--- src/pkg/pfce_pkg.sv ---
// Purpose: Constants for the parallel flash command engine (host side).
// Assumes: 125 MHz pclk; APB register access to the engine.
// Notes: Device command codes and unlock addresses kept here once.
`default_nettype none
package pfce_pkg;
  // ---------------------------------------------------------------
  // Register map (byte offsets)
  // ---------------------------------------------------------------
  localparam logic [7:0] PFCE_CTRL_OFF = 8'h00;
  localparam logic [7:0] PFCE_ADDR_OFF = 8'h04;
  localparam logic [7:0] PFCE_WDATA_OFF = 8'h08;
  localparam logic [7:0] PFCE_STAT_OFF = 8'h0C;
  localparam logic [7:0] PFCE_RDATA_OFF = 8'h10;
  // CTRL field positions
  localparam int PFCE_CTRL_GO_BIT = 0;
  localparam int PFCE_CTRL_OP_LSB = 4;
  localparam int PFCE_CTRL_WPN_BIT = 8;
  localparam logic PFCE_WPN_RESET = 1'b1;
  // STAT field positions
  localparam int PFCE_STAT_BUSY_BIT = 0;
  localparam int PFCE_STAT_ERR_BIT = 1;
  localparam int PFCE_STAT_SUSP_BIT = 2;
  // ---------------------------------------------------------------
  // Operation codes written to CTRL.op
  // ---------------------------------------------------------------
  typedef enum logic [2:0] {
    PFCE_OP_READ = 3'h0,
    PFCE_OP_PROG = 3'h1,
    PFCE_OP_SECT = 3'h2,
    PFCE_OP_BLK = 3'h3,
    PFCE_OP_SUSP = 3'h4,
    PFCE_OP_RESUME = 3'h5
  } pfce_op_e;
  // ---------------------------------------------------------------
  // Device command codes and unlock addresses
  // ---------------------------------------------------------------
  localparam logic [15:0] PFCE_CMD_AA = 16'h00AA;
  localparam logic [15:0] PFCE_CMD_55 = 16'h0055;
  localparam logic [15:0] PFCE_CMD_PROG = 16'h00A0;
  localparam logic [15:0] PFCE_CMD_ERASE = 16'h0080;
  localparam logic [15:0] PFCE_CMD_SECT = 16'h0030;
  localparam logic [15:0] PFCE_CMD_BLK = 16'h0050;
  localparam logic [15:0] PFCE_CMD_SUSP = 16'h00B0;
  localparam logic [15:0] PFCE_CMD_RESUME = 16'h0030;
  localparam logic [21:0] PFCE_UNLOCK_A1 = 22'h005555;
  localparam logic [21:0] PFCE_UNLOCK_A2 = 22'h002AAA;
  // ---------------------------------------------------------------
  // Bus cycle timing
  // ---------------------------------------------------------------
  localparam int PFCE_CLK_MHZ = 125;
  localparam int PFCE_T_STROBE_NS = 40;
  localparam int PFCE_T_ACCESS_NS = 70;
  localparam int PFCE_T_PROG_US = 10;
  localparam int PFCE_T_SUSP_US = 20;
  localparam logic [3:0] PFCE_STROBE_CYC =
    4'((PFCE_T_STROBE_NS * PFCE_CLK_MHZ + 999) / 1000);
  localparam logic [3:0] PFCE_ACCESS_CYC =
    4'((PFCE_T_ACCESS_NS * PFCE_CLK_MHZ + 999) / 1000);
  localparam int PFCE_PROG_CYC = PFCE_T_PROG_US * PFCE_CLK_MHZ;
  localparam int PFCE_SUSP_CYC = PFCE_T_SUSP_US * PFCE_CLK_MHZ;
endpackage : pfce_pkg
`default_nettype wire

--- src/hdl/pfce_host.sv ---
// Purpose: Host controller driving a x16 parallel NOR flash over its pins.
// Assumes: Flash inputs sampled synchronously to pclk; APB slave access.
// Notes: One command per GO; program and erase status polled on toggle bit until done.
//
// The implementer's own choices: the APB slave port and the placing of the registers.
`default_nettype none
module pfce_host
  import pfce_pkg::*;
#(
  parameter int SUSP_WAIT_CYC = pfce_pkg::PFCE_SUSP_CYC
) (
  input wire logic pclk,
  input wire logic presetn,
  input wire logic psel,
  input wire logic penable,
  input wire logic pwrite,
  input wire logic [7:0] paddr,
  input wire logic [31:0] pwdata,
  output logic [31:0] prdata,
  output logic pready,
  output logic pslverr,
  output logic flash_sel_n,
  output logic flash_oe_n,
  output logic flash_we_n,
  output logic flash_wp_n,
  output logic [21:0] flash_addr,
  output logic [15:0] flash_dq_o,
  output logic flash_dq_oe,
  input wire logic [15:0] flash_dq_i
);
  import pfce_pkg::*;

  typedef enum logic [5:0] {
    PFCE_IDLE = 6'h01,
    PFCE_WSET = 6'h02,
    PFCE_WLOW = 6'h04,
    PFCE_RSET = 6'h08,
    PFCE_RGAP = 6'h10,
    PFCE_WAIT = 6'h20
  } pfce_state_e;

  pfce_state_e state_ff;
  logic [31:0] ctrl_ff;
  logic [21:0] addr_ff;
  logic [15:0] wdata_ff;
  logic [15:0] rdata_ff;
  logic busy_ff;
  logic err_ff;
  logic susp_ff;
  logic [2:0] step_ff;
  logic [3:0] cnt_ff;
  logic [31:0] wait_ff;
  logic first_ff;
  logic [15:0] prev_ff;
  logic [2:0] op;
  logic [2:0] last_step;
  logic [21:0] cyc_addr;
  logic [15:0] cyc_data;
  logic apb_wr;
  logic go;

  assign op = ctrl_ff[PFCE_CTRL_OP_LSB +: 3];
  assign apb_wr = psel & penable & pwrite;
  assign go = apb_wr && (paddr == PFCE_CTRL_OFF) &&
              pwdata[PFCE_CTRL_GO_BIT] && !busy_ff;

  // ---------------------------------------------------------------
  // APB slave: zero wait states, error on any address above the RDATA offset
  // ---------------------------------------------------------------
  assign pready = 1'b1;
  assign pslverr = psel & penable & (paddr > PFCE_RDATA_OFF);

  // Register writes; config ignored while busy so a sequence stays stable
  always_ff @(posedge pclk or negedge presetn) begin
    if (!presetn) begin
      ctrl_ff <= 32'h0000_0100;
      addr_ff <= 22'h000000;
      wdata_ff <= 16'h0000;
    end else if (apb_wr && !busy_ff) begin
      unique case (paddr)
        PFCE_CTRL_OFF: ctrl_ff <= pwdata; // WP level held here
        PFCE_ADDR_OFF: addr_ff <= pwdata[21:0];
        PFCE_WDATA_OFF: wdata_ff <= pwdata[15:0];
        default: ;
      endcase
    end
  end

  // Read mux
  always_comb begin
    unique case (paddr)
      PFCE_CTRL_OFF: prdata = ctrl_ff;
      PFCE_ADDR_OFF: prdata = {10'h000, addr_ff};
      PFCE_WDATA_OFF: prdata = {16'h0000, wdata_ff};
      PFCE_STAT_OFF: prdata = {29'h0, susp_ff, err_ff, busy_ff};
      PFCE_RDATA_OFF: prdata = {16'h0000, rdata_ff};
      default: prdata = 32'h0000_0000;
    endcase
  end

  // ---------------------------------------------------------------
  // Command sequence table: address/data of each write cycle
  // ---------------------------------------------------------------
  always_comb begin
    cyc_addr = PFCE_UNLOCK_A1;
    cyc_data = PFCE_CMD_AA;
    last_step = 3'h0;
    unique case (op)
      PFCE_OP_PROG: last_step = 3'h3; // Unlock then word
      PFCE_OP_SECT, PFCE_OP_BLK: last_step = 3'h5;
      default: last_step = 3'h0; // Single cycle
    endcase
    unique case (step_ff)
      3'h1, 3'h4: begin
        cyc_addr = PFCE_UNLOCK_A2;
        cyc_data = PFCE_CMD_55;
      end
      3'h2: cyc_data = (op == PFCE_OP_PROG) ? PFCE_CMD_PROG : PFCE_CMD_ERASE;
      3'h3: begin
        cyc_addr = (op == PFCE_OP_PROG) ? addr_ff : PFCE_UNLOCK_A1;
        cyc_data = (op == PFCE_OP_PROG) ? wdata_ff : PFCE_CMD_AA;
      end
      3'h5: begin
        cyc_addr = addr_ff; // Sector/block base address
        cyc_data = (op == PFCE_OP_BLK) ? PFCE_CMD_BLK : PFCE_CMD_SECT;
      end
      default: ;
    endcase
    if (op == PFCE_OP_SUSP) begin
      cyc_data = PFCE_CMD_SUSP;
    end else if (op == PFCE_OP_RESUME) begin
      cyc_addr = addr_ff; // Any address works
      cyc_data = PFCE_CMD_RESUME;
    end
  end

  // ---------------------------------------------------------------
  // Bus cycle sequencer
  // ---------------------------------------------------------------
  always_ff @(posedge pclk or negedge presetn) begin
    if (!presetn) begin
      state_ff <= PFCE_IDLE;
      step_ff <= 3'h0;
      cnt_ff <= 4'h0;
      wait_ff <= 32'h0;
      first_ff <= 1'b0;
      prev_ff <= 16'h0000;
      rdata_ff <= 16'h0000;
      busy_ff <= 1'b0;
      err_ff <= 1'b0;
      susp_ff <= 1'b0;
      flash_sel_n <= 1'b1;
      flash_oe_n <= 1'b1;
      flash_we_n <= 1'b1;
      flash_addr <= 22'h000000;
      flash_dq_o <= 16'h0000;
      flash_dq_oe <= 1'b0;
    end else begin
      cnt_ff <= cnt_ff + 4'h1;
      unique case (state_ff)
        PFCE_IDLE: begin
          flash_sel_n <= 1'b1; // Deselect between accesses
          if (go) begin
            busy_ff <= 1'b1;
            err_ff <= 1'b0;
            step_ff <= 3'h0;
            cnt_ff <= 4'h0;
            flash_sel_n <= 1'b0;
            if (pwdata[PFCE_CTRL_OP_LSB +: 3] == 3'(PFCE_OP_READ)) begin
              flash_addr <= addr_ff; // New address wakes device
              flash_oe_n <= 1'b0;
              state_ff <= PFCE_RSET;
            end else begin
              state_ff <= PFCE_WSET;
            end
          end
        end
        PFCE_WSET: begin
          // Address and data stand a cycle before strobe falls, so the
          // device never latches an address that is still moving
          flash_addr <= cyc_addr;
          flash_dq_o <= cyc_data;
          flash_dq_oe <= 1'b1;
          cnt_ff <= 4'h0;
          if (flash_dq_oe && (flash_addr == cyc_addr) &&
              (flash_dq_o == cyc_data)) begin
            flash_we_n <= 1'b0; // Strobe with select low
            state_ff <= PFCE_WLOW;
          end
        end
        PFCE_WLOW: begin
          if (cnt_ff == PFCE_STROBE_CYC) begin
            flash_we_n <= 1'b1; // Data latched on this edge
            cnt_ff <= 4'h0;
            if (step_ff == last_step) begin
              first_ff <= 1'b1;
              wait_ff <= 32'h0;
              state_ff <= PFCE_WAIT; // Internal op starts
            end else begin
              step_ff <= step_ff + 3'h1;
              state_ff <= PFCE_WSET;
            end
          end
        end
        PFCE_RSET: begin
          if (cnt_ff == PFCE_ACCESS_CYC) begin
            rdata_ff <= flash_dq_i;
            flash_oe_n <= 1'b1;
            flash_sel_n <= 1'b1;
            busy_ff <= 1'b0;
            state_ff <= PFCE_IDLE;
          end
        end
        PFCE_WAIT: begin
          // Status poll loop; no new command issued meanwhile
          flash_dq_oe <= 1'b0;
          wait_ff <= wait_ff + 32'h1;
          if (op == PFCE_OP_SUSP || op == PFCE_OP_RESUME) begin
            if (op == PFCE_OP_RESUME || wait_ff >= SUSP_WAIT_CYC) begin
              susp_ff <= (op == PFCE_OP_SUSP);
              busy_ff <= 1'b0;
              state_ff <= PFCE_IDLE;
            end
          end else begin
            flash_oe_n <= 1'b0; // Only status reads now
            cnt_ff <= 4'h0;
            state_ff <= PFCE_RGAP;
          end
        end
        PFCE_RGAP: begin
          if (cnt_ff == PFCE_ACCESS_CYC) begin
            flash_oe_n <= 1'b1;
            prev_ff <= flash_dq_i;
            first_ff <= 1'b0;
            rdata_ff <= flash_dq_i;
            // Toggle stopped means done; device back in read
            if (!first_ff && (prev_ff[6] == flash_dq_i[6])) begin
              busy_ff <= 1'b0;
              // Protected-block erase is dropped by device: no toggle
              err_ff <= (op == PFCE_OP_PROG) &&
                        (flash_dq_i != wdata_ff);
              state_ff <= PFCE_IDLE;
            end else begin
              state_ff <= PFCE_WAIT;
            end
          end
        end
        default: state_ff <= PFCE_IDLE;
      endcase
    end
  end

  // Write-protect pin follows CTRL, stable because CTRL locks when busy
  assign flash_wp_n = ctrl_ff[PFCE_CTRL_WPN_BIT];
endmodule : pfce_host
`default_nettype wire

--- config.mk ---
export PLATFORM = sky130hd
export DESIGN_NAME = pfce_host
export DESIGN_NICKNAME = d
export VERILOG_FILES = /design/src/pkg/pfce_pkg.sv /design/src/hdl/pfce_host.sv
export SDC_FILE = /design/constraint.sdc
export NUM_CORES = 1
export LEC_CHECK = 0
export BUFFER_PORTS_ARGS = -buffer_cell sky130_fd_sc_hd__buf_2
export CAP_MARGIN = 20
export CORE_AREA = 2 2 149 151
export CTS_CLUSTER_DIAMETER = 120
export DETAILED_ROUTE_END_ITERATION = 8
export DIE_AREA = 0 0 151 153
export GPL_TIMING_DRIVEN = 0
export PLACE_DENSITY = 0.61
export SYNTH_ARGS = -nofsm -noshare
export SYNTH_HDL_FRONTEND = slang
export SYNTH_SLANG_ARGS = --single-unit
--- constraint.sdc ---
create_clock -name pclk -period 4 [get_ports pclk]
set_clock_uncertainty 0.15 [all_clocks]
set_input_delay 0.8 -clock pclk [delete_from_list [all_inputs] [get_ports pclk]]
set_output_delay 0.8 -clock pclk [all_outputs]
set_load 0.03 [all_outputs]
==> results.sh, run 1 <==
export IMPL_leakage_nw=5.40
export IMPL_drt_iter0_markers=569
export IMPL_syn_cell_area_um2=9500
export IMPL_min_path_type="in -> async"
export IMPL_grt_pass1_wl_um=44000
export IMPL_final_common_cell="dfrtp_1"
export IMPL_setup_violations=0
export IMPL_syn_inst=963
export IMPL_ys_warn_count=0
export IMPL_crit_fanout=10
export IMPL_yosys_top_cells_area="dfrtp_1, mux2_2, nand2_1, xor2_1, nor2_1"
export IMPL_numClockSinks=178
export IMPL_die_x_um=151
export IMPL_antenna_found_initial=1
export IMPL_clock_fmax_ghz=0.266
export IMPL_path_common_cell="a21oi_1"
export IMPL_clock_latency_ns=0.45
export IMPL_ys_ff_latch=178
export IMPL_path_class="reg -> reg"
export IMPL_start_util=0.442
export IMPL_yosysSeqAreaShare=0.470
export IMPL_routabilityCongestion=0.915
export IMPL_drc=0
export IMPL_min_period_over_period=0.941
export IMPL_coreArea_um2=21500
export IMPL_worst_pin_slew_ns=0.884
export IMPL_setup_tns_ns=0
export IMPL_synth_edf_count=0
export IMPL_syn2layout_area_growth_pct=17.8
export IMPL_wire_per_inst_um=19.6
export IMPL_dp_hpwl_um=20500
export IMPL_dieHeight_um=153
export IMPL_ant_nets=0
export IMPL_grt_use_total=0.247
export IMPL_fillers=2053
export IMPL_ir_drop_mv=0.239
export IMPL_final_nets=1187
export IMPL_post_route_min_period_ns=3.77
export IMPL_yosysTopAreaCellShare=0.456
export IMPL_grt_pass1_vias=7956
export IMPL_status="finished clean"
export IMPL_slowest_delay_ns=0.58
export IMPL_slew_viol_final=0
export IMPL_synthArstFlopShare=1.00
export IMPL_finalWorstSetupSlack_ns=0.234
export IMPL_drt_wl_total_um=27700
export IMPL_synthFlopType="dfrtp_1"
export IMPL_final_cell_mix="dfrtp_1, buf_2, nand2_1, mux2_2, nor2_1"
export IMPL_rows=54
export IMPL_syn_nets=1033
export IMPL_grt_setup_unrepaired="no"
export IMPL_cts_tree="built"
export IMPL_finalHoldViolations=0
export IMPL_final_layout_size_suffix_gt1_frac=0.260
export IMPL_postCtsHoldBufs=0
export IMPL_yosysTopAreaCell="dfrtp_1"
export IMPL_postCtsSetupRepairBufs=0
export IMPL_clockBufferDepth=2
export IMPL_avgSynthCellArea_um2=9.86
export IMPL_end_kind="register"
export IMPL_ff2ff_path_depth=13
export IMPL_crit_chain="buf_2, inv_1, ha_1, clkbuf_1, and3b_1, o21bai_2, nand2_1, a2111oi_0, a21oi_1, or4_1, nor4_4, a21oi_1, a2bb2oi_1"
export IMPL_vias=8019
export IMPL_htree_levels=4
export IMPL_setup_worst_path_start_class="register"
export IMPL_place_port_buffers=135
export IMPL_clk_pin_slew_ns=0.07
export IMPL_cp_arrival_ns=3.98
export IMPL_reg2reg_to="flash_we_n"
export IMPL_ioPinCount=138
export IMPL_cts_made_buffers=17
export IMPL_die_area_um2=23100
export IMPL_cp_required_ns=4.22
export IMPL_postCtsResizedCells=6
export IMPL_slew_headroom=0.411
export IMPL_ys_types=79
export IMPL_dr_pass1_iters=7
export IMPL_grt_overflow=0
export IMPL_regToRegStartpoint="step_ff[2]"
export IMPL_crit_slowest_cell="or4_1"
export IMPL_rrSetupSlack_ns=0.23
export IMPL_pre_cts_slack_ns=-0.432
export IMPL_root_buffer="clkbuf_16"
export IMPL_pwr_density_cell_nw_per_um2=328
export IMPL_grt_max_degree=103
export IMPL_drv_cap=0
export IMPL_avgViaCountPerCell=5.68
-- power by group --
| group | total (mW) | switching (mW) | internal [mW] |
|---|---|---|---|
| sequential | 1.83 | 0.0118 | 1.81 |
| combinational | 0.126 | 0.0790 | 0.0470 |
| clock | 1.72 | 0.816 | 0.906 |
-- cells by family (layout without fill, tap and decap cells) --
logic type	Yosys count	count (layout)	synth area share
compound gates	198	198	0.138
xor+xnor	59	59	0.0544
fa+ha+maj	9	9	0.0119
buf+inv	85	252	0.0366
flops	178	178	0.470
mux	90	90	0.106
other cells	1	2	0.000395
simple gates	343	343	0.183
-- stage by stage --
stage          power [mW]   util  hold WS [ns]  cells  area (um^2)
6_report             3.67  0.521         0.157   1411        11200
5_1_grt              3.80  0.521         0.202   1411        11200
4_1_cts              3.69  0.520         0.197   1411        11200
3_5_place_dp         1.99  0.491         0.314   1379        10600
3_3_place_gp         1.98  0.490         0.298   1378        10500
2_1_floorplan        1.89      -         0.300    963         9500
-- synthesized netlist by cell type, drive strengths merged, types with 18 or more instances --
cell type,n
dfrtp,173
and3,22
a21oi,57
nand3,30
inv,34
xnor2,22
clkbuf,35
mux2,84
o21ai,51
nand2,112
nor2,78
xor2,37
nor4,18
-- sequential cells by signal, indices dropped and copies added (netlist names), 3 cells and up --
register / count
flash_addr: 22
addr_ff: 22
ctrl_ff: 32
wait_ff: 32
rdata_ff: 16
state_ff: 6
cnt_ff: 4
wdata_ff: 16
flash_dq_o: 16
step_ff: 3
-- worst max-delay path: cells and delay by family (launching register included) --
kind,cells,cell delay (ns)
simple gates,4,1.40
compound gates,5,0.97
fa+ha+maj,1,0.22
buf+inv,3,0.56
flops,1,0.39
-- how the worst max path moves through the flow --
stage / slack (ns) / to / from / cells after the start
after CTS: 0.02 / prdata[14] / paddr[5] / 8
after global placement: -1.05 / ctrl_ff[20] / presetn / 1
final: 0.23 / flash_we_n / step_ff[2] / 13
after detailed placement: -0.43 / prdata[6] / paddr[5] / 9
after floorplan: 0.43 / prdata[1] / paddr[3] / 8
after global routing: 0.002 / flash_we_n / step_ff[1] / 13
-- per-layer routing --
metal  wire (um)  share of wire  track usage  up-vias
li1            -              -            -     3770
met1       12000           0.43        0.327     4016
met2       13800           0.50        0.412      197
met3        1230          0.044       0.0370       36
met4         684          0.025       0.0846        0
met5           0              0            0        -
-- cell type report --
class	instances	area, um^2	area share
Clock inverter	14	163	0.0145
Sequential cell	178	4460	0.399
Buffer	50	224	0.0200
Tap cell	280	350	0.0313
Antenna cell	1	2.50	0.000224
Inverter	34	128	0.0114
Timing Repair Buffer	136	713	0.0638
Multi-Input combinational cell	700	4710	0.421
Clock buffer	18	439	0.0393
Power figures use the tool's default switching activity.
==> run 2: changes to the inputs <==
- BUFFER_PORTS_ARGS: -buffer_cell sky130_fd_sc_hd__buf_2 -> not set
- DONT_BUFFER_PORTS: not set -> 1
- PLACE_DENSITY: 0.61 -> 0.56
- TNS_END_PERCENT: not set -> 10
==> run 2 against run 1 <==
The run now ends with hold timing left. Highest routed layer unchanged. Sequential power is essentially flat. Critical path type is now in -> out. Register-to-register slack gained 0.08 ns. Critical endpoint is now prdata[6]. Flip-flop and latch count is the same. Clock-buffer cell count is the same. Combinational power shrank 66%. First-iteration DRC count grew 12%. Non-clock buffer count shrank 135.
==> results.sh, run 2 (synthesis results as in run 1) <==
export IMPL_ir_drop_mv=0.273
export IMPL_fillers=2048
export IMPL_placed_cell_area_um2=9850
export IMPL_antenna_found_initial=0
export IMPL_coreArea_um2=21500
export IMPL_grt_max_degree=179
export IMPL_slew_headroom=0.364
export IMPL_avgViaCountPerCell=5.90
export IMPL_crit_fanout=10
export IMPL_vias=7525
export IMPL_die_x_um=151
export IMPL_drc=0
export IMPL_setup_violations=0
export IMPL_path_class="in -> out"
export IMPL_min_period_over_period=0.938
export IMPL_dr_pass1_iters=7
export IMPL_clk_pin_slew_ns=0.08
export IMPL_reg_largest_list="ctrl_ff x32, wait_ff x32"
export IMPL_clockBufferDepth=2
export IMPL_wire_per_inst_um=21.8
export IMPL_root_buffer="clkbuf_16"
export IMPL_status="finished with violations"
export IMPL_finalHoldViolations=173
export IMPL_cp_required_ns=3.05
export IMPL_grt_pass1_wl_um=43600
export IMPL_dp_hpwl_um=20200
export IMPL_cts_tree="built"
export IMPL_fin_area_um2=10500
export IMPL_grt_overflow=0
export IMPL_leakage_nw=4.78
export IMPL_critPathLaunch="paddr[3]"
export IMPL_pre_cts_slack_ns=-0.240
export IMPL_ioPinCount=138
export IMPL_finalPower_mw=3.66
export IMPL_post_route_min_period_ns=3.75
export IMPL_pwr_density_cell_nw_per_um2=348
export IMPL_clock_fmax_ghz=0.266
export IMPL_n_antenna_cell=0
export IMPL_setup_worst_path_start_class="input port"
export IMPL_final_nets=1052
export IMPL_grt_pass1_vias=7521
export IMPL_syn2layout_area_growth_pct=10.8
export IMPL_fin_cells=1275
export IMPL_worst_pin_slew_ns=0.943
export IMPL_final_common_cell="dfrtp_1"
export IMPL_violations="hold timing"
export IMPL_regToRegStartpoint="step_ff[2]"
export IMPL_cp_arrival_ns=2.80
export IMPL_htree_levels=4
export IMPL_min_path_type="in -> async"
export IMPL_final_cell_mix="dfrtp_1, nand2_1, mux2_2, nor2_1, a21oi_1"
export IMPL_numClockSinks=178
export IMPL_drv_cap=0
export IMPL_end_kind="primary output"
export IMPL_drt_wl_total_um=27700
export IMPL_grt_use_total=0.248
export IMPL_start_util=0.442
export IMPL_dp_cells=1243
export IMPL_cts_made_buffers=17
export IMPL_finish_utilization=0.489
export IMPL_grt_setup_unrepaired="no"
export IMPL_final_layout_size_suffix_gt1_frac=0.160
export IMPL_slew_viol_final=0
export IMPL_dieHeight_um=153
export IMPL_die_area_um2=23100
export IMPL_setup_tns_ns=0
export IMPL_holdWs_ns=-0.109
export IMPL_routabilityCongestion=0.911
export IMPL_place_port_buffers=0
export IMPL_rows=54
export IMPL_finalWorstSetupSlack_ns=0.246
export IMPL_ant_nets=0
export IMPL_drt_iter0_markers=640
export IMPL_clock_latency_ns=0.45
-- run 2: changes by cell type in the layout (fill, tap and decap cells not counted), sizes merged --
| cell | before | now |
|---|---|---|
| buf | 152 | 17 |
| inv | 41 | 37 |
| bufinv | 1 | 2 |
| clkinv | 3 | 7 |
| diode | 1 | 0 |
| clkinvlp | 3 | 2 |
-- run 2: report_power, final --
group / switching [mW] / internal [mW]
clock: 0.822 / 0.971
combinational: 0.0208 / 0.0223
sequential: 0.0120 / 1.81
total: 0.855 / 2.81
-- run 2: path summary, 6_finish.rpt --
kind,end,depth (start not counted),slack [ns]
max,prdata[6],7,0.25
min,ctrl_ff[28],0,-0.11
max reg2reg,flash_we_n,14,0.31
min reg2reg,cnt_ff[0],1,0.35
max in group asynchronous,ctrl_ff[8],0,3.54
min in group pclk,addr_ff[13],2,0.32
-- run 2: metal layers --
| metal | up-vias | share of wire | GRT usage |
|---|---|---|---|
| li1 | 3515 | - | - |
| met1 | 3747 | 0.43 | 0.324 |
| met2 | 215 | 0.47 | 0.395 |
| met3 | 48 | 0.063 | 0.0672 |
| met4 | 0 | 0.031 | 0.0903 |
| met5 | - | 0 | 0 |
-- run 2: repair_timing --
| action | CTS | global route |
|---|---|---|
| endpoints found under the hold margin | 173 | 173 |
| pin swaps | 1 | 2 |
| setup endpoints to repair | 13 | 26 |
| buffers inserted | 0 | 1 |
| resized for setup | 4 | 10 |
-- run 2: area by class of cell --
type                            count  area [um^2]  area share
Multi-Input combinational cell    700         4710       0.448
Sequential cell                   178         4460       0.424
Clock buffer                       18          439      0.0418
Tap cell                          280          350      0.0333
Buffer                             50          226      0.0215
Clock inverter                     14          198      0.0188
Inverter                           34          128      0.0121
Timing Repair Buffer                1         7.51    0.000714
-- run 2: worst max-delay path, cell delays in order --
cell and delay [ns]:
clkbuf_1 0.19, nor4_2 0.33, and2_0 0.17, clkbuf_1 0.24
clkbuf_1 0.53, a222oi_1 0.22, nand2_1 0.31
